**src/design/ccu_pkg.sv**
```systemverilog
// Package: register map, field positions, reset values and enums of the comparator control unit
package ccu_pkg;

    // Register byte offsets (32-bit aligned words)
    localparam logic [7:0] CTRL_OFF     = 8'h00;
    localparam logic [7:0] CTRL_CLR_OFF = 8'h04;
    localparam logic [7:0] CTRL_SET_OFF = 8'h08;
    localparam logic [7:0] CTRL_INV_OFF = 8'h0C;
    localparam logic [7:0] IRQ_STAT_OFF = 8'h10;
    localparam logic [7:0] IRQ_MASK_OFF = 8'h14;

    // Field positions of comparator_control
    localparam int ENABLE_BIT     = 15;
    localparam int OUT_EN_BIT     = 14;
    localparam int INVERT_BIT     = 13;
    localparam int RESULT_BIT     = 8;
    localparam int EDGE_SEL_LO    = 6;
    localparam int POS_SEL_BIT    = 4;
    localparam int NEG_SEL_LO     = 0;

    // Writable bits of comparator_control; all others except the result bit read zero
    localparam logic [31:0] CTRL_WMASK  = 32'h0000_E0D3;
    // Value after reset: edge select 11, negative select 11
    localparam logic [31:0] CTRL_RESET  = 32'h0000_00C3;

    // Interrupt status bit positions
    localparam int IRQ_EDGE_BIT   = 0;
    localparam int IRQ_WIDTH      = 1;

    // AXI response codes
    localparam logic [1:0] RESP_OKAY   = 2'h0;
    localparam logic [1:0] RESP_SLVERR = 2'h2;

    // Edge selections
    typedef enum logic [1:0]
    {
        EDGE_NONE = 2'h0,
        EDGE_RISE = 2'h1,
        EDGE_FALL = 2'h2,
        EDGE_BOTH = 2'h3
    } ccu_edge_type;

endpackage

```
**src/design/ccu_sync.sv**
```systemverilog
// Two-flop synchroniser for the asynchronous comparator result
`timescale 1ns/1ps
module ccu_sync
(
    input  wire logic aclk,
    input  wire logic aresetn,
    input  wire logic din,
    output logic      dout
);

    typedef struct packed
    {
        logic stage1;
        logic stage2;
    } ccu_sync_state_type;

    ccu_sync_state_type state;
    ccu_sync_state_type next_state;

    // First stage feeds only the second stage
    always_comb
    begin
        next_state        = state;
        next_state.stage1 = din;
        next_state.stage2 = state.stage1;
    end

    always_ff @(posedge aclk)
    begin
        if (!aresetn)
            state <= '0;
        else
            state <= next_state;
    end

    assign dout = state.stage2;

endmodule

```
**src/design/ccu_edge_detect.sv**
```systemverilog
// Edge detector turning a synchronised level into one-cycle event pulses
`timescale 1ns/1ps
module ccu_edge_detect
(
    input  wire logic             aclk,
    input  wire logic             aresetn,
    input  wire logic             level,
    input  wire logic             arm,
    input  ccu_pkg::ccu_edge_type edge_select,
    output logic                  event_pulse
);

    typedef struct packed
    {
        logic prev;
        logic armed;
        logic pulse;
    } ccu_edge_state_type;

    ccu_edge_state_type state;
    ccu_edge_state_type next_state;

    logic rise;
    logic fall;

    // A pulse needs a valid previous sample, so the first cycle after arming never fires
    always_comb
    begin
        next_state       = state;
        rise             = level & ~state.prev;
        fall             = ~level & state.prev;
        next_state.prev  = level;
        next_state.armed = arm;
        case (edge_select)
            ccu_pkg::EDGE_RISE: next_state.pulse = rise & state.armed & arm;
            ccu_pkg::EDGE_FALL: next_state.pulse = fall & state.armed & arm;
            ccu_pkg::EDGE_BOTH: next_state.pulse = (rise | fall) & state.armed & arm;
            default:            next_state.pulse = 1'b0;
        endcase
    end

    always_ff @(posedge aclk)
    begin
        if (!aresetn)
            state <= '0;
        else
            state <= next_state;
    end

    assign event_pulse = state.pulse;

endmodule

```
**src/design/ccu_top.sv**
```systemverilog
// Comparator control unit: AXI4-Lite register slave, input select, output path and edge interrupt
`timescale 1ns/1ps

////////////////////////////////////////////////////////////////////////////////////////////////////

module ccu_top
(
    input  wire logic        aclk,
    input  wire logic        aresetn,
    // AXI4-Lite write address
    input  wire logic [7:0]  s_axi_awaddr,
    input  wire logic [2:0]  s_axi_awprot,
    input  wire logic        s_axi_awvalid,
    output logic             s_axi_awready,
    // AXI4-Lite write data
    input  wire logic [31:0] s_axi_wdata,
    input  wire logic [3:0]  s_axi_wstrb,
    input  wire logic        s_axi_wvalid,
    output logic             s_axi_wready,
    // AXI4-Lite write response
    output logic [1:0]       s_axi_bresp,
    output logic             s_axi_bvalid,
    input  wire logic        s_axi_bready,
    // AXI4-Lite read address
    input  wire logic [7:0]  s_axi_araddr,
    input  wire logic [2:0]  s_axi_arprot,
    input  wire logic        s_axi_arvalid,
    output logic             s_axi_arready,
    // AXI4-Lite read data
    output logic [31:0]      s_axi_rdata,
    output logic [1:0]       s_axi_rresp,
    output logic             s_axi_rvalid,
    input  wire logic        s_axi_rready,
    // Analog core
    input  wire logic        comparator_result,
    output logic             comparator_enable,
    output logic             positive_input_select,
    output logic [1:0]       negative_input_select,
    // Output pin
    output logic             result_output_pin,
    output logic             result_output_pin_oe,
    // Interrupt
    output logic             irq
);

    ////////////////////////////////////////////////////////////////////////////////////////////////

    typedef struct packed
    {
        logic [31:0]                    ctrl;
        logic [ccu_pkg::IRQ_WIDTH-1:0]  irq_stat;
        logic [ccu_pkg::IRQ_WIDTH-1:0]  irq_mask;
        logic                           aw_held;
        logic [7:0]                     aw_addr;
        logic                           w_held;
        logic [31:0]                    w_data;
        logic [3:0]                     w_strb;
        logic                           bvalid;
        logic [1:0]                     bresp;
        logic                           rvalid;
        logic [31:0]                    rdata;
        logic [1:0]                     rresp;
        logic                           pin_out;
        logic                           pin_oe;
    } ccu_top_state_type;

    ccu_top_state_type state;
    ccu_top_state_type next_state;

    logic        result_sync;
    logic        result_polar;
    logic        edge_event;
    logic        do_write;
    logic [7:0]  wr_addr;
    logic [31:0] wr_data;
    logic [31:0] byte_mask;
    logic [31:0] bit_mask;
    logic [31:0] live_ctrl;

    ////////////////////////////////////////////////////////////////////////////////////////////////

    // Result is asynchronous to the bus clock, so it is resynchronised first
    ccu_sync u_sync
    (
        .aclk    (aclk),
        .aresetn (aresetn),
        .din     (comparator_result),
        .dout    (result_sync)
    );

    // Result, inverted when the invert bit is set, drives both pin and edge detector
    assign result_polar = result_sync ^ state.ctrl[ccu_pkg::INVERT_BIT];

    ccu_edge_detect u_edge
    (
        .aclk        (aclk),
        .aresetn     (aresetn),
        .level       (result_polar),
        .arm         (state.ctrl[ccu_pkg::ENABLE_BIT]),
        .edge_select (ccu_pkg::ccu_edge_type'(state.ctrl[ccu_pkg::EDGE_SEL_LO +: 2])),
        .event_pulse (edge_event)
    );

    ////////////////////////////////////////////////////////////////////////////////////////////////

    // Handshake readiness: a channel is ready while nothing of its kind is held or pending
    assign s_axi_awready = ~state.aw_held & ~state.bvalid;
    assign s_axi_wready  = ~state.w_held & ~state.bvalid;
    assign s_axi_arready = ~state.rvalid;

    // Write fires once both address and data are present, held or arriving now
    always_comb
    begin
        do_write = (state.aw_held | (s_axi_awvalid & s_axi_awready))
                 & (state.w_held | (s_axi_wvalid & s_axi_wready));
        wr_addr  = state.aw_held ? state.aw_addr : s_axi_awaddr;
        wr_data  = state.w_held ? state.w_data : s_axi_wdata;
        byte_mask = '0;
        for (int i = 0; i < 4; i++)
        begin
            byte_mask[i*8 +: 8] = {8{state.w_held ? state.w_strb[i] : s_axi_wstrb[i]}};
        end
        bit_mask = wr_data & byte_mask & ccu_pkg::CTRL_WMASK;
    end

    // Readback merges stored bits with the live result; unused bits stay zero
    assign live_ctrl = (state.ctrl & ccu_pkg::CTRL_WMASK)
                     | (32'(result_sync) << ccu_pkg::RESULT_BIT);

    ////////////////////////////////////////////////////////////////////////////////////////////////

    // Next state: bus slave, control register and aliases, interrupt status
    always_comb
    begin
        next_state = state;

        // Capture address or data that arrive ahead of their partner
        if (s_axi_awvalid && s_axi_awready && !do_write)
        begin
            next_state.aw_held = 1'b1;
            next_state.aw_addr = s_axi_awaddr;
        end
        if (s_axi_wvalid && s_axi_wready && !do_write)
        begin
            next_state.w_held = 1'b1;
            next_state.w_data = s_axi_wdata;
            next_state.w_strb = s_axi_wstrb;
        end

        if (s_axi_bvalid && s_axi_bready)
            next_state.bvalid = 1'b0;

        if (do_write)
        begin
            next_state.aw_held = 1'b0;
            next_state.w_held  = 1'b0;
            next_state.bvalid  = 1'b1;
            next_state.bresp   = ccu_pkg::RESP_OKAY;
            // Enable toggles never disturb the other bits: plain masked updates only
            case ({wr_addr[7:2], 2'h0})
                ccu_pkg::CTRL_OFF:
                    next_state.ctrl = (state.ctrl & ~(byte_mask & ccu_pkg::CTRL_WMASK)) | bit_mask;
                ccu_pkg::CTRL_CLR_OFF:
                    next_state.ctrl = state.ctrl & ~bit_mask;
                ccu_pkg::CTRL_SET_OFF:
                    next_state.ctrl = state.ctrl | bit_mask;
                ccu_pkg::CTRL_INV_OFF:
                    next_state.ctrl = state.ctrl ^ bit_mask;
                ccu_pkg::IRQ_STAT_OFF:
                    next_state.irq_stat = state.irq_stat & ~wr_data[ccu_pkg::IRQ_WIDTH-1:0];
                ccu_pkg::IRQ_MASK_OFF:
                    if (byte_mask[0])
                        next_state.irq_mask = wr_data[ccu_pkg::IRQ_WIDTH-1:0];
                default:
                    next_state.bresp = ccu_pkg::RESP_SLVERR;
            endcase
        end

        // Edge event set wins over a same-cycle clear
        if (edge_event)
            next_state.irq_stat[ccu_pkg::IRQ_EDGE_BIT] = 1'b1;

        if (s_axi_rvalid && s_axi_rready)
            next_state.rvalid = 1'b0;

        if (s_axi_arvalid && s_axi_arready)
        begin
            next_state.rvalid = 1'b1;
            next_state.rresp  = ccu_pkg::RESP_OKAY;
            case ({s_axi_araddr[7:2], 2'h0})
                ccu_pkg::CTRL_OFF:
                    next_state.rdata = live_ctrl;
                ccu_pkg::CTRL_CLR_OFF,
                ccu_pkg::CTRL_SET_OFF,
                ccu_pkg::CTRL_INV_OFF:
                    next_state.rdata = '0;
                ccu_pkg::IRQ_STAT_OFF:
                    next_state.rdata = 32'(state.irq_stat);
                ccu_pkg::IRQ_MASK_OFF:
                    next_state.rdata = 32'(state.irq_mask);
                default:
                begin
                    next_state.rdata = '0;
                    next_state.rresp = ccu_pkg::RESP_SLVERR;
                end
            endcase
        end

        // Output pin: driven only when enabled, held low while the comparator is off
        next_state.pin_oe  = state.ctrl[ccu_pkg::OUT_EN_BIT];
        next_state.pin_out = result_polar & state.ctrl[ccu_pkg::ENABLE_BIT];
    end

    ////////////////////////////////////////////////////////////////////////////////////////////////

    // State register with synchronous reset
    always_ff @(posedge aclk)
    begin
        if (!aresetn)
        begin
            state      <= '0;
            state.ctrl <= ccu_pkg::CTRL_RESET;
        end
        else
        begin
            state <= next_state;
        end
    end

    ////////////////////////////////////////////////////////////////////////////////////////////////

    // Outputs to the bus, the analog core, the pin and the interrupt line
    assign s_axi_bvalid          = state.bvalid;
    assign s_axi_bresp           = state.bresp;
    assign s_axi_rvalid          = state.rvalid;
    assign s_axi_rdata           = state.rdata;
    assign s_axi_rresp           = state.rresp;
    assign comparator_enable     = state.ctrl[ccu_pkg::ENABLE_BIT];
    assign positive_input_select = state.ctrl[ccu_pkg::POS_SEL_BIT];
    assign negative_input_select = state.ctrl[ccu_pkg::NEG_SEL_LO +: 2];
    assign result_output_pin     = state.pin_out;
    assign result_output_pin_oe  = state.pin_oe;
    assign irq                   = |(state.irq_stat & state.irq_mask);

endmodule

```
**config.mk**
```make
export PLATFORM = sky130hd
export DESIGN_NAME = ccu_top
export DESIGN_NICKNAME = d
export VERILOG_FILES = /design/src/design/ccu_pkg.sv /design/src/design/ccu_sync.sv /design/src/design/ccu_edge_detect.sv /design/src/design/ccu_top.sv
export SDC_FILE = /design/constraint.sdc
export NUM_CORES = 1
export LEC_CHECK = 0
export BUFFER_PORTS_ARGS = -buffer_cell sky130_fd_sc_hd__buf_2
export CORE_MARGIN = 8
export CORE_UTILIZATION = 40
export CTS_CLUSTER_DIAMETER = 50
export DETAILED_ROUTE_END_ITERATION = 7
export PLACE_DENSITY = 0.68
export SETUP_SLACK_MARGIN = 0.02
export SLEW_MARGIN = 25
export SYNTH_ARGS = -nofsm -noshare
export SYNTH_HDL_FRONTEND = slang
export SYNTH_SLANG_ARGS = --single-unit
```
**constraint.sdc**
```tcl
create_clock -name aclk -period 3.65 [get_ports aclk]
set_clock_uncertainty 0.2 [all_clocks]
set_input_delay 0 -clock aclk [delete_from_list [all_inputs] [get_ports aclk]]
set_output_delay 0 -clock aclk [all_outputs]
set_load 0.005 [all_outputs]
```
==> results.toml, run 1 <==
[status]
outcome = "finished clean"

[worst_setup_path]
crit_arrival_ps = 2580
rr_startpoint = "state[76]$_SDFFE_PP0P_"
critPathTopFamily = "flip-flops"
reg2reg_slack_ps = 1040
critPathBufInv = 0
worstPathMaxFanout = 21
crit_chain = "nor2b_1 > a32oi_1 > ha_1 > a22o_1 > nor3_1 > o221ai_2"
path_class = "flip-flop to flip-flop"
r2r_cells = 6
cp-end-kind = "flip-flop"
critPathSlowestCell = "dfxtp_1"
max_stage_delay_ps = 800
crit_start = "state[76]$_SDFFE_PP0P_"
startpoint_type = "flip-flop"
cp.depth = 6
crit_required_ps = 3620

[floorplanning]
rows = 31
die_area_um2 = 10200
initial_core_util = 0.406
coreArea_um2 = 7100
chipHeight_um = 101
die_w_um = 101
io_pins = 114

[clock_network]
clock_tree.root_cell = "clkbuf_8"
clk_latency_ps = 310
cts_buffers = 5
cts.sinks = 48
cts_tree = "done"
ctsLongestPathBuffers = 2
htreeDepth = 2
cts.clk_slew.worst_paths_ps = 100

[yosys]
ys_seq_area_frac = 0.334
synth_cell_types = 52
synthFlopType = "dfxtp_1"
synthCells = 319
syn_avg_cell_area_um2 = 9.03
yosysMostFrequentCell = "dfxtp_1"
ys_ff_latch = 48
synth_top_cell_area_share = 0.334
netlist_top_cells_area = "dfxtp_1 (33%), buf_4 (9.9%), ha_1 (7.8%)"
netlist_area_um2 = 2880
synth_edf_count = 0
async_flop_share = 0
synth.top_cells.by_count = "dfxtp_1 (48), buf_4 (38), nor2b_1 (27), mux2i_1 (19), ha_1 (18)"
synth_top_cell_by_area = "dfxtp_1"
yosys_warnings = 0

[timing]
slew_viol_final = 0
min_period_ps = 2610
grt_setup_unrepaired = "no"
setup_tns_ps = 0
setup_viol = 0
layout_setup_ws_ps = 1040
relSlewSlack = 0.468
fmax_mhz = 383
hold_viol_final = 0
post-route-period-util = 0.714
worstMarginPinSlew_ps = 793

[worst_hold_path]
hold_path.class = "input pin to flip-flop"

[cells_and_area]
num_antenna_cells = 0
nets = 466
drive_above_1_share = 0.188
area_growth_pct = 18.3
finish.utilization = 0.480

[global_routing]
antenna_found_initial = 0
grt_max_degree = 50
grt.total_usage = 0.133
grt_pass1_vias = 2338
grt_pass1_wl_um = 11000
overflow = 0

[power]
power_density_nw_per_um2 = 330
ir_worst_vdd_mv = 0.144
leakagePower_nw = 1.55

[routing]
drtIter0Drc = 129
routed_wl_um = 6560
via_per_inst = 4.86
ant_nets = 0
first_pass_iters = 5
vias = 2344
wl_per_cell_um = 13.6
drc = 0

[placement]
dp_slack_ps = 1100
portBuffers = 52
gp_congestion = 0.774
hpwl_um = 4750

[flow_run]
cap_violations = 0
[how the worst min path moves through the flow]
| stage | cells past startpoint | start | slack, ps | endpoint |
|---|---|---|---|---|
| 2_1_floorplan | 1 | comparator_result | -70 | u_sync.next_state[0]$_SDFF_PN0_ |
| 3_3_place_gp | 2 | comparator_result | 20 | u_sync.next_state[0]$_SDFF_PN0_ |
| 3_5_place_dp | 2 | comparator_result | 20 | u_sync.next_state[0]$_SDFF_PN0_ |
| 4_1_cts | 2 | aresetn | 30 | flip-flop |
| 5_1_grt | 2 | aresetn | 60 | flip-flop |
| 6_report | 2 | aresetn | 20 | flip-flop |
[what timing repair did]
item                                   4_1_cts  5_1_grt
endpoints found under the hold margin       35        0
buffers inserted                             0        0
resized for setup                            0        0
hold buffers                                29        0
[per-layer routing]
| metal | vias up | GRT usage | share of wire | wire [µm] |
|---|---|---|---|---|
| li1 | 1183 | - | - | - |
| met1 | 1087 | 0.165 | 0.45 | 2920 |
| met2 | 67 | 0.222 | 0.49 | 3180 |
| met3 | 7 | 0.0276 | 0.055 | 359 |
| met4 | 0 | 0.0453 | 0.014 | 90 |
| met5 | - | 0 | 0 | 0 |
[cell usage in the layout, fill, tap and decap left out, types with 11 or more instances in the layout]
master	instances
nor2b_1	27
buf_2	52
inv_1	14
nor2_1	16
a22oi_1	11
ha_1	18
conb_1	25
mux2i_1	19
dlygate4sd3_1	29
dfxtp_1	48
nand2_1	17
[metrics by stage]
| stage | hold slack, ps | cells | area [µm²] | power (mW) |
|---|---|---|---|---|
| 6_report | 21.7 | 482 | 3400 | 1.12 |
| 5_1_grt | 62.9 | 482 | 3400 | 1.19 |
| 4_1_cts | 31.0 | 482 | 3400 | 1.13 |
| 3_5_place_dp | 17.3 | 445 | 3020 | 0.783 |
| 3_3_place_gp | 18.4 | 445 | 3020 | 0.776 |
| 2_1_floorplan | -72.7 | 343 | 2970 | 0.742 |
[layout make-up]
type | instances | area [µm²]
multi-input combinational | 230 | 1610
sequential | 48 | 961
clock buffer | 5 | 68.8
fill | 684 | 3690
clock inverter | 3 | 23.8
inverter | 14 | 52.6
timing repair buffer | 83 | 566
tap | 99 | 124
[power by group]
part	internal (mW)	switching, mW	leakage [nW]	total, mW
combinational	0.107	0.116	1.12	0.224
sequential	0.544	0.0268	0.390	0.571
clock	0.136	0.194	0.0404	0.330
total	0.788	0.337	1.55	1.12
[cell families after synthesis]
group,Yosys count,synth area share
multiplexers,21,0.0739
AND/OR/NAND/NOR,100,0.193
flip-flops,48,0.334
adder cells (fa/ha/maj),18,0.0782
XOR/XNOR,1,0.00304
buffers and inverters,65,0.139
AO/OA/AOI/OAI,65,0.178
other,1,0.00130
Power figures use the tool's default switching activity.
==> inputs of run 2 (changes only) <==
Clock period 3.65 ns to 2.65 ns, I/O delays scaled along.
==> results.toml, run 2 (synthesized netlist as in run 1, its figures left out) <==
[status]
outcome = "finished clean"

[timing]
relSlewSlack = 0.482
slew_viol_final = 0
min_period_ps = 2370
fmax_mhz = 422
worstMarginPinSlew_ps = 770
hold_viol_final = 0
post-route-period-util = 0.894
setup_tns_ps = 0
setup_viol = 0
grt_setup_unrepaired = "no"

[power]
power_density_nw_per_um2 = 443
ir_worst_vdd_mv = 0.223
leakagePower_nw = 1.67

[global_routing]
overflow = 0
gr-usage-met1 = 0.158
antenna_found_initial = 0
busiest_layer = "met2"
use_met3 = 0.0304
grt_pass1_vias = 2347
grt_use_met2 = 0.236
grt_max_degree = 35
grt_pass1_wl_um = 11200
grt.total_usage = 0.136

[placement]
gp_congestion = 0.803
place_area_um2 = 3070
hpwl_um = 4940
portBuffers = 52

[clock_network]
ctsLongestPathBuffers = 2
cts_tree = "done"
htreeDepth = 2
cts.clk_slew.worst_paths_ps = 90
cts_setup_buffers = 0
clock_tree.root_cell = "clkbuf_8"
cts_buffers = 5
clk_latency_ps = 300
cts.sinks = 48

[cells_and_area]
design_area_um2 = 3580
num_antenna_cells = 0
nets = 485
fillers = 674
mostFrequentLayoutCells = "buf_2 (52), dfxtp_1 (48), dlygate4sd3_1 (42)"
area_growth_pct = 24.5
drive_above_1_share = 0.194
final_common_cell = "buf_2"

[worst_setup_path]
crit_start = "state[76]$_SDFFE_PP0P_"
rr_startpoint = "state[76]$_SDFFE_PP0P_"
cp-end-kind = "flip-flop"
crit_required_ps = 2640
crit_arrival_ps = 2360
path_class = "flip-flop to flip-flop"
worstPathMaxFanout = 13
startpoint_type = "flip-flop"

[floorplanning]
rows = 31
chipHeight_um = 101
die_w_um = 101
die_area_um2 = 10200
io_pins = 114
coreArea_um2 = 7100
initial_core_util = 0.406

[worst_hold_path]
hold_path.class = "flip-flop to flip-flop"
min_from = "u_sync.next_state[0]$_SDFF_PN0_"

[routing]
via_per_inst = 4.76
drtIter0Drc = 90
drc = 0
routed_wl_um = 6870
first_pass_iters = 4
vias = 2387
ant_nets = 0
wl_per_cell_um = 13.7

[flow_run]
cap_violations = 0
## run 2: final timing paths
check | to | slack (ps) | depth (start not counted)
min | u_sync.dout$_SDFF_PN0_ | 250 | 1
max reg2reg | state[84]$_SDFFE_PN0P_ | 280 | 5
min reg2reg | u_sync.dout$_SDFF_PN0_ | 250 | 1
max | state[84]$_SDFFE_PN0P_ | 280 | 5
## run 2: where the power goes
group	switching (mW)	internal, mW
clock network	0.250	0.211
registers	0.0287	0.750
logic	0.177	0.171
total	0.456	1.13
## run 2: metrics by stage
stage | instances | utilization | total power, mW | hold WS [ps] | worst slack [ps]
floorplan | 343 | - | 1.02 | -72.7 | 522
global placement | 451 | 0.432 | 1.08 | 19.0 | 385
detailed placement | 451 | 0.432 | 1.09 | 29.8 | 315
CTS | 501 | 0.505 | 1.60 | 244 | 286
global route | 501 | 0.505 | 1.68 | 274 | 76.3
finish | 501 | 0.505 | 1.59 | 246 | 281
## run 2: final cells by class
cell class,count,area (µm²),area share
multi-input cells,230,1610,0.449
flip-flops and latches,48,961,0.268
clock inverters,2,15.0,0.00419
clock buffers,6,82.6,0.0230
inverters,14,52.6,0.0147
repair buffers,102,741,0.207
well taps,99,124,0.0346
## run 2: worst max-delay path: stages (launching register included)
cell,delay [ps]
dfxtp_1,470
nor3_1,330
nand3b_1,370
mux2i_1,250
nor2b_1,70
dlygate4sd3_1,570
## run 2: layer usage
metal / wire length (µm) / part of all wire / up-vias
met5: 0 / 0 / -
met4: 98 / 0.014 / 0
met3: 367 / 0.053 / 6
met2: 3390 / 0.49 / 56
met1: 3020 / 0.44 / 1102
li1: - / - / 1223
## run 2: timing repair
action / in CTS / in global routing
endpoints found under the hold margin: 34 / 0
resized for setup: 0 / 0
hold buffers: 42 / 0
